<file path="config.mk">
export PLATFORM = sky130hd
export DESIGN_NAME = srdc_top
export DESIGN_NICKNAME = d
export VERILOG_FILES = /design/src/core/srdc_pkg.sv /design/src/core/srdc_divider.sv /design/src/core/srdc_stage.sv /design/src/core/srdc_top.sv
export SDC_FILE = /design/constraint.sdc
export NUM_CORES = 1
export LEC_CHECK = 0
export ABC_AREA = 0
export BUFFER_PORTS_ARGS = -buffer_cell sky130_fd_sc_hd__buf_4
export CAP_MARGIN = 20
export CORE_ASPECT_RATIO = 1.1
export CORE_MARGIN = 5
export CORE_UTILIZATION = 35
export DETAILED_ROUTE_END_ITERATION = 12
export PLACE_DENSITY_LB_ADDON = 0.05
export SLEW_MARGIN = 10
export SYNTH_ARGS = -nofsm -noshare
export SYNTH_HDL_FRONTEND = slang
export SYNTH_SLANG_ARGS = --single-unit
export TNS_END_PERCENT = 100
</file>
<file path="constraint.sdc">
create_clock -name clk_sys -period 1.9 [get_ports clk_sys]
set_input_delay 0.38 -clock clk_sys [delete_from_list [all_inputs] [get_ports clk_sys]]
set_output_delay 0.38 -clock clk_sys [all_outputs]
set_load 0.02 [all_outputs]
</file>
<file path="src/core/srdc_pkg.sv">
// Purpose: constants and types shared by the sysref divider control block
// Assumes: one clock clk_sys at 200 MHz, synchronous active high reset
// Notes: register offsets are byte addresses on an avalon-mm word bus
// Function
// (RL1) power-down bit stops all sysref blocks
// (RL2) four serial stages, ratios multiply together
// (RL3) stage one: bit 6 gives /2 or /4
// (RL4) stages two, three: /2 /4 /8 /16
// (RL5) stage four: /2 /3 /4 /5
// (RL6) reset: divider 0101111 (/1280), power-down 0
// (RL7) software prefers largest ratio in low stage
// (RL8) map: sysref_divider_ctrl pd+divider, sysref_generation_ctrl gen/out, sysref_aux_ctrl aux
// (RL9) power-down holds stages in known reset
package srdc_pkg;

   // ***************************************
   // register map
   // ***************************************
   localparam logic [7:0] SRDC_DIV_OFS = 8'h18;   // pd bit and divider field
   localparam logic [7:0] SRDC_REL_OFS = 8'h19;   // release control
   localparam logic [7:0] SRDC_PCNT_OFS = 8'h1A;  // pulse count
   localparam logic [7:0] SRDC_PHASE_OFS = 8'h1B; // global phase
   localparam logic [7:0] SRDC_GEN_OFS = 8'h1C;   // generate and output select
   localparam logic [7:0] SRDC_AUX_OFS = 8'h70;   // aux control
   localparam logic [7:0] SRDC_STAT_OFS = 8'h74;  // divider status (read only)

   // ***************************************
   // field positions and reset values
   // ***************************************
   localparam int SRDC_PD_BIT = 7;
   localparam int SRDC_GEN_BIT = 1;
   localparam int SRDC_OSEL_BIT = 0;
   localparam int SRDC_AUX_BIT = 7;
   localparam logic [7:0] SRDC_DIV_RST = 8'h2F;   // /1280, powered up
   localparam logic [7:0] SRDC_REL_RST = 8'h81;
   localparam logic [7:0] SRDC_ZERO_RST = 8'h00;
   localparam logic [7:0] SRDC_GEN_MASK = 8'h03;  // reserved bits read zero
   localparam logic [7:0] SRDC_AUX_MASK = 8'h80;
   localparam logic [31:0] SRDC_UNMAPPED = 32'h00000000;

   // ***************************************
   // carried groups
   // ***************************************
   typedef struct packed {
      logic [7:0] address;
      logic read;
      logic write;
      logic [31:0] writedata;
   } srdc_req_type;

   typedef struct packed {
      logic sysref_global_powerdown;
      logic [6:0] sysref_freq_divider;
   } srdc_cfg_type;

endpackage : srdc_pkg

</file>
<file path="src/core/srdc_divider.sv">
// Purpose: four serial sysref divide stages driven from clk_sys
// Assumes: divider field stable while running
// Notes: output is a one-cycle pulse per full division period
`timescale 1ns/10ps
module srdc_divider (
   input wire logic clk_sys,
   input wire logic reset,
   input wire logic powerdown,     // stops and clears all stages
   input wire logic [6:0] field,   // sysref_freq_divider
   output logic tick               // one pulse per total ratio cycles
);

   logic [4:0] ratio [4];          // per stage ratio
   logic [4:0] en_w;               // en_w[0] is the input rate, en_w[4] the output

   // ***************************************
   // stage ratio decode
   // ***************************************
   always_comb begin
      ratio[0] = field[6] ? 5'h04 : 5'h02;              // RL3
      ratio[1] = 5'h02 << field[5:4];                   // RL4
      ratio[2] = 5'h02 << field[3:2];                   // RL4
      ratio[3] = 5'h02 + {3'h0, field[1:0]};            // RL5
   end

   assign en_w[0] = 1'b1;          // input tick every clk_sys cycle

   // ***************************************
   // serial chain
   // ***************************************
   // each stage counts ticks of the one before, so ratios multiply
   genvar gi;
   generate
      for (gi = 0; gi < 4; gi++) begin : g_stage
         srdc_stage #(.RW(5)) u_stage (      // RL2
            .clk_sys(clk_sys),
            .reset(reset),
            .clear(powerdown),               // RL9
            .en_in(en_w[gi]),
            .ratio(ratio[gi]),
            .en_out(en_w[gi+1])
         );
      end
   endgenerate

   assign tick = en_w[4];

endmodule : srdc_divider

</file>
<file path="src/core/srdc_stage.sv">
// Purpose: one programmable divide stage, enable in, enable pulse out
// Assumes: ratio is at least 2 and fits RW bits
// Notes: a held clear restarts the count from zero
`timescale 1ns/10ps
module srdc_stage #(
   parameter int RW = 5
) (
   input wire logic clk_sys,
   input wire logic reset,
   input wire logic clear,         // holds the stage in its known state
   input wire logic en_in,         // one-cycle input tick
   input wire logic [RW-1:0] ratio,
   output logic en_out             // one-cycle output tick
);

   logic [RW-1:0] cnt_q;           // ticks seen in this period

   // ***************************************
   // counter
   // ***************************************
   // count input ticks, emit one per ratio ticks
   always_ff @(posedge clk_sys) begin
      if (reset || clear) begin
         cnt_q <= '0;
         en_out <= 1'b0;
      end else begin
         en_out <= 1'b0;
         if (en_in) begin
            // wrap at ratio-1; a ratio changed mid-period applies at the next input tick, wrapping at once if cnt_q is past it
            if (cnt_q >= ratio - RW'(1)) begin
               cnt_q <= '0;
               en_out <= 1'b1;
            end else begin
               cnt_q <= cnt_q + RW'(1);
            end
         end
      end
   end

endmodule : srdc_stage

</file>
<file path="src/core/srdc_top.sv">
// Purpose: sysref control registers with the sysref frequency divider
// Assumes: avalon-mm slave, 32-bit data, byte addresses, one clock
// Notes: one wait state on every access; unmapped reads return zero
//
// Register access over Avalon-MM is this design's own decision.
`timescale 1ns/10ps
module srdc_top (
   input wire logic clk_sys,
   input wire logic reset,
   input wire logic [7:0] avs_address,
   input wire logic avs_read,
   input wire logic avs_write,
   input wire logic [31:0] avs_writedata,
   input wire logic [3:0] avs_byteenable,
   output logic [31:0] avs_readdata,
   output logic avs_waitrequest,
   output logic sysref_global_powerdown,    // sysref blocks powered down
   output logic [6:0] sysref_freq_divider,
   output logic sysref_generate_bit,
   output logic sysref_output_select_bit,
   output logic sysref_aux_bit,
   output logic [7:0] sysref_release_q_out,
   output logic [7:0] sysref_pulse_count,
   output logic [7:0] sysref_global_phase,
   output logic sysref_tick                 // divided sysref rate pulse
);

   srdc_pkg::srdc_req_type req;
   srdc_pkg::srdc_cfg_type cfg_q;           // pd and divider field
   logic [7:0] rel_q;
   logic [7:0] pcnt_q;
   logic [7:0] phase_q;
   logic [7:0] gen_q;
   logic [7:0] aux_q;
   logic ack_q;                             // access completes this cycle
   logic div_tick;
   logic [7:0] tick_cnt_q;                  // status: divided ticks seen
   logic wr_lane0;

   // ***************************************
   // bus request
   // ***************************************
   assign req.address = avs_address;
   assign req.read = avs_read;
   assign req.write = avs_write;
   assign req.writedata = avs_writedata;
   assign wr_lane0 = req.write && avs_byteenable[0] && !ack_q;

   // waitrequest is a flop: high while idle and in the first request cycle,
   // low in the second; idle high also keeps anything from completing in reset
   always_ff @(posedge clk_sys) begin
      if (reset) begin
         ack_q <= 1'b0;
         avs_waitrequest <= 1'b1;
      end else begin
         ack_q <= (req.read || req.write) && !ack_q;
         avs_waitrequest <= !((req.read || req.write) && !ack_q);
      end
   end

   // ***************************************
   // registers
   // ***************************************
   // writes land on the first request cycle; byte lane 0 only
   always_ff @(posedge clk_sys) begin
      if (reset) begin
         cfg_q <= srdc_pkg::SRDC_DIV_RST;                  // RL6
         rel_q <= srdc_pkg::SRDC_REL_RST;
         pcnt_q <= srdc_pkg::SRDC_ZERO_RST;
         phase_q <= srdc_pkg::SRDC_ZERO_RST;
         gen_q <= srdc_pkg::SRDC_ZERO_RST;
         aux_q <= srdc_pkg::SRDC_ZERO_RST;
      end else if (wr_lane0) begin
         unique case (req.address)                         // RL8
            srdc_pkg::SRDC_DIV_OFS: begin
               cfg_q <= req.writedata[7:0];
            end
            srdc_pkg::SRDC_REL_OFS: begin
               rel_q <= req.writedata[7:0];
            end
            srdc_pkg::SRDC_PCNT_OFS: begin
               pcnt_q <= req.writedata[7:0];
            end
            srdc_pkg::SRDC_PHASE_OFS: begin
               phase_q <= req.writedata[7:0];
            end
            srdc_pkg::SRDC_GEN_OFS: begin
               gen_q <= req.writedata[7:0] & srdc_pkg::SRDC_GEN_MASK;
            end
            srdc_pkg::SRDC_AUX_OFS: begin
               aux_q <= req.writedata[7:0] & srdc_pkg::SRDC_AUX_MASK;
            end
            default: begin
               // unmapped writes are dropped
            end
         endcase
      end
   end

   // read data registered on the first cycle, valid with waitrequest low
   always_ff @(posedge clk_sys) begin
      if (reset) begin
         avs_readdata <= srdc_pkg::SRDC_UNMAPPED;
      end else if (req.read && !ack_q) begin
         unique case (req.address)
            srdc_pkg::SRDC_DIV_OFS: avs_readdata <= {24'h000000, cfg_q};
            srdc_pkg::SRDC_REL_OFS: avs_readdata <= {24'h000000, rel_q};
            srdc_pkg::SRDC_PCNT_OFS: avs_readdata <= {24'h000000, pcnt_q};
            srdc_pkg::SRDC_PHASE_OFS: avs_readdata <= {24'h000000, phase_q};
            srdc_pkg::SRDC_GEN_OFS: avs_readdata <= {24'h000000, gen_q};
            srdc_pkg::SRDC_AUX_OFS: avs_readdata <= {24'h000000, aux_q};
            srdc_pkg::SRDC_STAT_OFS: avs_readdata <= {24'h000000, tick_cnt_q};
            default: avs_readdata <= srdc_pkg::SRDC_UNMAPPED;
         endcase
      end
   end

   // ***************************************
   // divider
   // ***************************************
   // powered down stages are held cleared so restart phase is known
   srdc_divider u_div (
      .clk_sys(clk_sys),
      .reset(reset),
      .powerdown(cfg_q.sysref_global_powerdown),           // RL1 RL9
      .field(cfg_q.sysref_freq_divider),
      .tick(div_tick)
   );

   // status counter shows the divider is alive; cleared in power-down
   always_ff @(posedge clk_sys) begin
      if (reset || cfg_q.sysref_global_powerdown) begin    // RL1
         tick_cnt_q <= 8'h00;
      end else if (div_tick) begin
         tick_cnt_q <= tick_cnt_q + 8'h01;
      end
   end

   // ***************************************
   // registered outputs
   // ***************************************
   always_ff @(posedge clk_sys) begin
      if (reset) begin
         sysref_global_powerdown <= 1'b0;
         sysref_freq_divider <= srdc_pkg::SRDC_DIV_RST[6:0];   // RL6
         sysref_generate_bit <= 1'b0;
         sysref_output_select_bit <= 1'b0;
         sysref_aux_bit <= 1'b0;
         sysref_release_q_out <= srdc_pkg::SRDC_REL_RST;
         sysref_pulse_count <= srdc_pkg::SRDC_ZERO_RST;
         sysref_global_phase <= srdc_pkg::SRDC_ZERO_RST;
         sysref_tick <= 1'b0;
      end else begin
         sysref_global_powerdown <= cfg_q.sysref_global_powerdown;  // RL1
         sysref_freq_divider <= cfg_q.sysref_freq_divider;
         sysref_generate_bit <= gen_q[srdc_pkg::SRDC_GEN_BIT];
         sysref_output_select_bit <= gen_q[srdc_pkg::SRDC_OSEL_BIT];
         sysref_aux_bit <= aux_q[srdc_pkg::SRDC_AUX_BIT];
         sysref_release_q_out <= rel_q;
         sysref_pulse_count <= pcnt_q;
         sysref_global_phase <= phase_q;
         sysref_tick <= div_tick && !cfg_q.sysref_global_powerdown;
      end
   end

endmodule : srdc_top

</file>
==> flow_metrics.env, run 1 <==
export IMPL_timing_final_hold_violations=0
export IMPL_num_vias=3384
export IMPL_cts_num_sinks=113
export IMPL_firstDrtPassIters=4
export IMPL_worstSetupStartpointType="register"
export IMPL_cp_num_buf_inv=1
export IMPL_fin_crit_ns=1.795
export IMPL_cp_top_family="compound AO/OA/AOI/OAI gates"
export IMPL_yosysWarnings=0
export IMPL_cpMaxStageDelayCell="dfxtp_2"
export IMPL_hold_ws_ns=0.1958
export IMPL_setup_violations=0
export IMPL_max_slew_margin_pct=58.11
export IMPL_clockBufferDepth=2
export IMPL_vias_per_cell=4.494
export IMPL_min_from="avs_write"
export IMPL_postCtsSetupBuffers=0
export IMPL_tightest_slew_ns=0.6236
export IMPL_synth_edf_count=0
export IMPL_dr_wl_met2_um=4920
export IMPL_antenna_found_initial=0
export IMPL_grt_start_max_net_pins=44
export IMPL_core_mm2=0.01327
export IMPL_ys_seq_elements=113
export IMPL_drtIter0Drc=135
export IMPL_gp_congestion=0.7859
export IMPL_grt_pass1_wl_um=17050
export IMPL_min_path_cells=2
export IMPL_mostFrequentLayoutCell="dfxtp_1"
export IMPL_postRouteAntennaNets=0
export IMPL_area_growth_pct=27.15
export IMPL_post_route_period_util_pct=94.49
export IMPL_path_class="register to register"
export IMPL_r2r_cells=7
export IMPL_grt_ovfl_total=0
export IMPL_wl_um=10550
export IMPL_synth_distinct_cells=52
export IMPL_layout_nets=624
export IMPL_dominantRegCellSynth="dfxtp_1"
export IMPL_grt_total_usage_pct=13.69
export IMPL_numPortBuffers=65
export IMPL_p_leak_nw=2.752
export IMPL_area_sequential_mm2=0.002263
export IMPL_max_freq_mhz=557.0
export IMPL_synth_seq_area_share_pct=47.43
export IMPL_holdPathEnd="ack_q"
export IMPL_slowest_delay_ns=0.32
export IMPL_path_cells="inv_1, ha_1, ha_1, a21o_1, a211o_1, a31o_4, nor2_2"
export IMPL_crit_path_end_kind="register"
export IMPL_diodes=0
export IMPL_wl_per_cell_um=14.01
export IMPL_cap_violations=0
export IMPL_holdCritPathClass="input pin to register"
export IMPL_crit_top_cell="ha_1"
export IMPL_ir_drop_mv=0.5319
export IMPL_required_ns=2.25
export IMPL_synthCells=477
export IMPL_rr_endpoint="u_div.g_stage[3].u_stage.cnt_q[0]"
export IMPL_die_y_um=132.4
export IMPL_path_max_fanout=5
export IMPL_cts_root_buffer="clkbuf_16"
export IMPL_die_area_mm2=0.01607
export IMPL_initial_core_util_pct=35.95
export IMPL_r2r_slack_ns=0.10
export IMPL_ios=117
export IMPL_power_density_mw_per_mm2=989.8
export IMPL_tns_ns=0
export IMPL_layout_common_cells="112 x dfxtp_1, 81 x buf_4, 65 x nor2_1, 34 x mux2i_1"
export IMPL_worst_clock_skew_ns=0.005632
export IMPL_multi_input_area_mm2=0.002266
export IMPL_wl_met3_um=401
export IMPL_status="completed"
export IMPL_dieWidth_um=121.3
export IMPL_worstSkewPairLatency_ns=0.41
export IMPL_drive_gt1_share_pct=25.13
export IMPL_slew_violations=0
export IMPL_mappedNetlistArea_mm2=0.004770
export IMPL_place_hpwl_um=7637
export IMPL_arrival_ns=2.14
export IMPL_r2r_start="cfg_q[0]"
export IMPL_grt_pass1_vias=3329
export IMPL_top_layer="met4"
export IMPL_rows=44
export IMPL_drt_met1_wl_um=5053
export IMPL_h_tree_depth=4
export IMPL_nFillCells=1299
export IMPL_syn_avg_cell_area_um2=9.999
export IMPL_async_flop_share_pct=0
export IMPL_numCtsBuffers=17
export IMPL_drc_errors=0
export IMPL_cts_tree="done"
export IMPL_path_clk_slew_ns=0.05
export IMPL_rsz0062_at_grt="true"
==> power breakdown <==
group	switching, W	internal [W]
clock	0.00111	0.00216
combinational	0.000180	0.000109
sequential	0.0000352	0.00241
==> per-layer routing <==
layer | track usage, % | up-vias
met1 | 17.67 | 1562
met2 | 20.83 | 68
met3 | 4.398 | 16
met5 | 0 | -
li1 | - | 1738
met4 | 6.164 | 0
==> synthesized netlist by cell type, types with 3 or more instances <==
master / n / area share, %
buf_4: 26 / 4.1
xnor2_1: 5 / 0.92
nand2_1: 23 / 1.8
nor3_1: 5 / 0.52
nand4_1: 10 / 1.3
a21oi_1: 7 / 0.73
dfxtp_1: 113 / 47
nor2_1: 68 / 5.4
nand3_1: 7 / 0.73
a21o_1: 5 / 0.79
and3_1: 4 / 0.52
xor2_1: 13 / 2.4
buf_2: 7 / 0.73
a22oi_1: 5 / 0.79
a211o_1: 8 / 1.5
o21ai_0: 13 / 1.4
ha_1: 20 / 5.2
mux2i_1: 34 / 7.1
inv_1: 14 / 1.1
mux4_2: 6 / 2.8
clkbuf_1: 11 / 0.87
a22o_1: 3 / 0.55
nor2b_1: 28 / 3.7
or2_2: 8 / 1.0
==> repair_timing <==
action | CTS | global route
gates resized for setup | 0 | 5
hold buffers | 0 | 0
setup endpoints to repair | 0 | 5
==> cells by family (layout without fill, tap and decap cells) <==
family	count (synthesis)	after routing	synth area share, %
and+or+nand+nor	170	170	18.34
DFF	113	113	47.43
buffers and inverters	62	128	7.450
AOI/OAI and AO/OA	51	51	7.871
muxes	41	41	10.20
adders and majority gates	20	20	5.247
xor gates and xnor gates	18	18	3.305
other	2	28	0.1575
==> metrics by stage <==
step	power, W	utilization, %	cells	setup WS (ns)	cell area (um2)
after detailed placement	0.002781	40.87	721	0.02581	5423
after global placement	0.002779	40.87	721	0.04315	5423
after floorplan	0.002728	-	503	0.07549	4867
after CTS	0.006091	45.58	753	0.004267	6047
final	0.006003	45.71	753	0.1046	6065
after global routing	0.006243	45.71	753	0.009607	6065
==> layout make-up <==
type / count / share of cell area, %
Multi-Input combinational cell: 328 / 37.36
Clock inverter: 12 / 2.600
Sequential cell: 113 / 37.32
Inverter: 14 / 0.8665
Timing Repair Buffer: 82 / 10.36
Tap cell: 184 / 3.796
Clock buffer: 20 / 7.695
==> flip-flops by register name (all words and copies together) (netlist names), 7 cells and up <==
register	count
avs_readdata	8
sysref_release_q_out	8
sysref_pulse_count	8
sysref_freq_divider	7
cfg_q	8
rel_q	8
phase_q	8
sysref_global_phase	8
pcnt_q	8
tick_cnt_q	8
u_div.g_stage.u_stage.cnt_q	20
==> worst max-delay path by stage <==
stage | depth (start not counted) | slack [ns] | start | end
after detailed placement | 7 | 0.03 | cfg_q[0] | u_div.g_stage[3].u_stage.cnt_q[3]
after global routing | 7 | 0.01 | cfg_q[0] | u_div.g_stage[3].u_stage.cnt_q[0]
after floorplan | 7 | 0.08 | cfg_q[0] | u_div.g_stage[3].u_stage.cnt_q[1]
after CTS | 7 | 0.004 | cfg_q[0] | u_div.g_stage[3].u_stage.cnt_q[2]
after global placement | 7 | 0.04 | cfg_q[0] | u_div.g_stage[3].u_stage.cnt_q[0]
final | 7 | 0.10 | cfg_q[0] | u_div.g_stage[3].u_stage.cnt_q[0]
Power figures use the tool's default switching activity.
==> run 2: changes to the inputs <==
ABC_AREA = 1   (was 0)
==> run 2 against run 1 <==
Compared with the run above:
- critical path depth grew 3
- critical path type unchanged
- clock-buffer cell count rose by 1
- wire length up 8.2%
- non-clock buffer count decreased by 9
- combinational power shrank 9.7%
- synthesized cell count up 24%
==> flow_metrics.env, run 2 <==
export IMPL_status="completed"
export IMPL_p_sw_share_pct=21.19
export IMPL_post_route_period_util_pct=87.78
export IMPL_grt_pass1_vias=3871
export IMPL_yosysWarnings=0
export IMPL_numPortBuffers=65
export IMPL_grt_total_usage_pct=15.04
export IMPL_power_frac_clock_pct=55.5
export IMPL_top_register="u_div.g_stage.u_stage.cnt_q"
export IMPL_power_internal_w=0.004708
export IMPL_syn_avg_cell_area_um2=8.196
export IMPL_slew_violations=0
export IMPL_setup_violations=0
export IMPL_cts_hold_buf=0
export IMPL_path_class="register to register"
export IMPL_timing_final_hold_violations=0
export IMPL_largest_register_ffs=20
export IMPL_synth_top_area_share_pct=46.62
export IMPL_firstDrtPassIters=4
export IMPL_yosys_top_cells_count="113 x dfxtp_1, 74 x inv_1, 71 x nor2_1"
export IMPL_p_leak_nw=2.736
export IMPL_numCtsBuffers=17
export IMPL_area_growth_pct=25.61
export IMPL_gp_congestion=0.7966
export IMPL_ios=117
export IMPL_mappedNetlistArea_mm2=0.004852
export IMPL_async_flop_share_pct=0
export IMPL_drtIter0Drc=227
export IMPL_cts_tree="done"
export IMPL_worstSetupStartpointType="register"
export IMPL_p_seq_share_pct=40.1
export IMPL_power_frac_comb_pct=4.4
export IMPL_core_mm2=0.01368
export IMPL_place_hpwl_um=8454
export IMPL_power_switching_w=0.001266
export IMPL_wl_um=11420
export IMPL_fin_crit_ns=1.668
export IMPL_vias_per_cell=4.433
export IMPL_initial_core_util_pct=35.46
export IMPL_max_freq_mhz=599.6
export IMPL_synth_area_leaders="dfxtp_1 47%, inv_1 5.7%, nor2_1 5.5%"
export IMPL_holdCritPathClass="input pin to register"
export IMPL_layout_nets=740
export IMPL_path_clk_slew_ns=0.05
export IMPL_hold_ws_ns=0.2485
export IMPL_placedCellCount=841
export IMPL_tns_ns=0
export IMPL_die_area_mm2=0.01632
export IMPL_antenna_found_initial=0
export IMPL_grt_ovfl_total=0
export IMPL_mostFrequentLayoutCell="dfxtp_1"
export IMPL_cts_num_sinks=113
export IMPL_synth_seq_area_share_pct=46.62
export IMPL_dp_slack_ns=0.07851
export IMPL_crit_path_end_kind="register"
export IMPL_synthCells=592
export IMPL_synth_most_common_cell="dfxtp_1"
export IMPL_arrival_ns=1.96
export IMPL_nFillCells=1379
export IMPL_required_ns=2.20
export IMPL_fin_util_pct=44.55
export IMPL_yosys_area_top_type="dfxtp_1"
export IMPL_ys_seq_elements=113
export IMPL_num_vias=3870
export IMPL_cts_root_buffer="clkbuf_16"
export IMPL_rsz0062_at_grt="false"
export IMPL_wl_per_cell_um=13.08
export IMPL_worst_clock_skew_ns=0.007132
export IMPL_power_density_mw_per_mm2=980.2
export IMPL_die_y_um=133.5
export IMPL_drc_errors=0
export IMPL_rows=45
export IMPL_finalNonFillerCells=873
export IMPL_postRouteAntennaNets=0
export IMPL_worstSkewPairLatency_ns=0.41
export IMPL_dominantRegCellSynth="dfxtp_1"
export IMPL_fin_ws_ns=0.2322
export IMPL_postCtsSetupBuffers=0
export IMPL_synth_edf_count=0
export IMPL_h_tree_depth=4
export IMPL_grt_start_max_net_pins=31
export IMPL_grt_pass1_wl_um=19030
export IMPL_clockBufferDepth=2
export IMPL_path_max_fanout=5
export IMPL_ir_drop_mv=0.5245
export IMPL_diodes=0
export IMPL_cap_violations=0
export IMPL_synth_distinct_cells=38
export IMPL_layout_common_cells="113 x dfxtp_1, 73 x inv_1, 71 x nor2_1, 71 x buf_4, 70 x nand2_1"
export IMPL_dieWidth_um=122.3
export IMPL_drive_gt1_share_pct=19.85
run 2: kinds of logic after synthesis:
family | Yosys count | share of synthesized area, %
buf+inv | 114 | 11.73
flops | 113 | 46.62
fa+ha+maj | 20 | 5.157
other cells | 2 | 0.1548
xor+xnor | 10 | 1.805
mux | 1 | 0.2063
simple gates | 225 | 22.43
compound gates | 107 | 11.89
run 2: path summary, 6_finish.rpt:
check	startpoint	end	slack, ns	cells after the start
max	cfg_q[0]	u_div.g_stage[3].u_stage.cnt_q[1]	0.23	10
min	avs_writedata[5]	cfg_q[5]	0.25	3
max reg2reg	cfg_q[0]	u_div.g_stage[3].u_stage.cnt_q[1]	0.23	10
min reg2reg	phase_q[6]	sysref_global_phase[6]	0.44	2
run 2: timing repair:
action                     4_1_cts  5_1_grt
hold endpoints to repair         0        0
setup endpoints to repair        0        1
gates resized for setup          0        1
run 2: final cells by class:
cell class | instances | area [um2] | area share (%)
flip-flops and latches | 113 | 2262 | 37.12
multi-input cells | 391 | 2118 | 34.76
repair buffers | 73 | 573.1 | 9.403
clock buffers | 21 | 460.4 | 7.555
inverters | 76 | 285.3 | 4.681
well taps | 188 | 235.2 | 3.860
clock inverters | 11 | 160.2 | 2.628
run 2: power groups by stage:
stage | Clock (W) | Sequential (W) | Combinational, W
after global placement | 0 | 0.00244 | 0.000261
after detailed placement | 0 | 0.00244 | 0.000263
final | 0.00332 | 0.00240 | 0.000261
after global routing | 0.00353 | 0.00240 | 0.000289
after floorplan | 0 | 0.00245 | 0.000203
after CTS | 0.00340 | 0.00239 | 0.000264
run 2: per-layer routing:
metal	GRT usage [%]	wire (um)	up-vias
met5	0	0	-
met4	5.103	138	0
met2	24.96	5535	70
met1	18.11	5188	1756
li1	-	-	2030
met3	5.138	553	14
run 2: worst max-delay path, cell delays in order, from the launching register on:
cell and delay, ns:
dfxtp_1 0.34, inv_2 0.07, ha_1 0.30, ha_1 0.29, nand2_1 0.05, inv_1 0.05, nand4_1 0.07, nand4_1 0.10
nand2_1 0.06, nand2_1 0.16, a21oi_1 0.06
run 2: metrics by stage:
step	total power [W]	instance area, um2
3_3_place_gp	0.002706	5474
2_1_floorplan	0.002649	4950
6_report	0.005974	6095
5_1_grt	0.006209	6095
3_5_place_dp	0.002708	5474
4_1_cts	0.006055	6095
==> run 3: changes to the inputs <==
CORE_UTILIZATION = 48   (was 35)
==> run 3 against run 2 <==
Compared with the run above:
- register-to-register slack lost 0.07 ns
- global-route usage grew 3.6 points
- core utilization is 16 points higher
- non-clock buffer count grew 1
- wire length decreased by 4.9%
- critical path depth unchanged
- sequential power about the same
- maximum frequency shrank 4.0%
- largest cell class unchanged
- highest routed layer unchanged
==> flow_metrics.env, run 3 (synthesized netlist as in run 2, its figures left out) <==
export IMPL_arrival_ns=2.19
export IMPL_top_register="u_div.g_stage.u_stage.cnt_q"
export IMPL_drc_errors=0
export IMPL_slowest_delay_ns=0.34
export IMPL_wl_per_cell_um=13.47
export IMPL_min_path_cells=3
export IMPL_min_from="avs_writedata[5]"
export IMPL_tns_ns=0
export IMPL_vias_per_cell=4.898
export IMPL_area_sequential_mm2=0.002262
export IMPL_grt_ovfl_total=0
export IMPL_r2r_slack_ns=0.16
export IMPL_num_vias=3948
export IMPL_status="completed"
export IMPL_drtIter0Drc=196
export IMPL_slew_violations=0
export IMPL_r2r_start="cfg_q[0]"
export IMPL_setup_violations=0
export IMPL_cp_num_buf_inv=2
export IMPL_max_freq_mhz=575.5
export IMPL_cap_violations=0
export IMPL_postRouteAntennaNets=0
export IMPL_area_growth_pct=23.98
export IMPL_cpMaxStageDelayCell="dfxtp_1"
export IMPL_ios=117
export IMPL_numCtsBuffers=17
export IMPL_cts_num_sinks=113
export IMPL_holdPathEnd="cfg_q[5]"
export IMPL_nFillCells=907
export IMPL_die_area_mm2=0.01222
export IMPL_multi_input_area_mm2=0.002121
export IMPL_path_class="register to register"
export IMPL_post_route_period_util_pct=91.45
export IMPL_grt_pass1_wl_um=17870
export IMPL_rsz0062_at_grt="false"
export IMPL_required_ns=2.35
export IMPL_wl_um=10860
export IMPL_worst_clock_skew_ns=0.006935
export IMPL_rows=38
export IMPL_r2r_cells=10
export IMPL_ir_drop_mv=0.4698
export IMPL_placed_area_mm2=0.005384
export IMPL_layout_nets=741
export IMPL_drive_gt1_share_pct=19.97
export IMPL_crit_path_end_kind="register"
export IMPL_fin_crit_ns=1.737
export IMPL_path_clk_slew_ns=0.05
export IMPL_layout_common_cells="113 x dfxtp_1, 74 x inv_1, 73 x buf_4, 71 x nor2_1, 69 x nand2_1"
export IMPL_clockBufferDepth=2
export IMPL_largest_register_ffs=20
export IMPL_cts_tree="done"
export IMPL_p_leak_nw=2.738
export IMPL_initial_core_util_pct=49.06
export IMPL_dieWidth_um=105.9
export IMPL_grt_total_usage_pct=18.60
export IMPL_timing_final_hold_violations=0
export IMPL_cp_top_family="adder cells"
export IMPL_path_cells="inv_1, ha_1, ha_1, nand2_1, inv_1, nand4_1, nand4_1, nand2_1, nand2_2, a21oi_1"
export IMPL_core_mm2=0.009889
export IMPL_grt_start_max_net_pins=31
export IMPL_die_y_um=115.5
export IMPL_firstDrtPassIters=5
export IMPL_numPortBuffers=65
export IMPL_gp_congestion=0.8164
export IMPL_rr_endpoint="u_div.g_stage[3].u_stage.cnt_q[1]"
export IMPL_holdCritPathClass="input pin to register"
export IMPL_final_cell_area_mm2=0.006016
export IMPL_antenna_found_initial=0
export IMPL_h_tree_depth=4
export IMPL_cts_root_buffer="clkbuf_8"
export IMPL_place_hpwl_um=7964
export IMPL_worstSetupStartpointType="register"
export IMPL_hold_ws_ns=0.1272
export IMPL_worstSkewPairLatency_ns=0.51
export IMPL_power_density_mw_per_mm2=994.3
export IMPL_mostFrequentLayoutCell="dfxtp_1"
export IMPL_diodes=0
export IMPL_path_max_fanout=5
export IMPL_grt_pass1_vias=3800
export IMPL_worstSetupPathDepth=10
## run 3: power by group
group,switching [W],internal [W],leakage [nW],total (W)
combinational,0.000186,0.0000741,1.52,0.000260
sequential,0.00000993,0.00239,0.913,0.00239
clock,0.00106,0.00226,0.300,0.00333
## run 3: worst min-delay path, stage by stage
cell,delay (ns)
buf_4,0.10
a21oi_1,0.05
o21ai_0,0.07
## run 3: per-layer routing
metal  vias to the layer above  routed length, um  GRT usage [%]
li1                       2039                  -              -
met1                      1802               4732          21.60
met2                        92               5436          32.57
met3                        15                503          4.958
met4                         0                184          8.031
met5                         -                  0              0
## run 3: how the worst max path moves through the flow
stage / start / endpoint / slack, ns
after floorplan: cfg_q[0] / u_div.g_stage[3].u_stage.cnt_q[0] / 0.37
after global placement: cfg_q[0] / u_div.g_stage[3].u_stage.cnt_q[0] / 0.21
after detailed placement: cfg_q[0] / u_div.g_stage[3].u_stage.cnt_q[4] / 0.12
final: cfg_q[0] / u_div.g_stage[3].u_stage.cnt_q[1] / 0.16
after CTS: cfg_q[0] / u_div.g_stage[3].u_stage.cnt_q[0] / 0.09
after global routing: cfg_q[0] / u_div.g_stage[3].u_stage.cnt_q[1] / 0.03
## run 3: cell type report
class	count	share of cell area [%]
clock inverters	9	2.537
flip-flops and latches	113	37.60
well taps	120	2.496
repair buffers	74	9.443
inverters	76	4.742
multi-input cells	391	35.25
clock buffers	23	7.924
## run 3: through the flow
step	util (%)	setup slack [ns]	std cells	total power, W
finish	60.83	0.1625	806	0.005982
global route	60.83	0.03451	806	0.006181
CTS	60.80	0.09140	806	0.006020
detailed placement	54.44	0.1192	774	0.002703
global placement	54.44	0.2103	774	0.002698
floorplan	-	0.3714	618	0.002649
## run 3: what timing repair did
item,4_1_cts,5_1_grt
hold buffers,0,0
setup endpoints to repair,0,1
buffers inserted,0,0
resized for setup,0,1
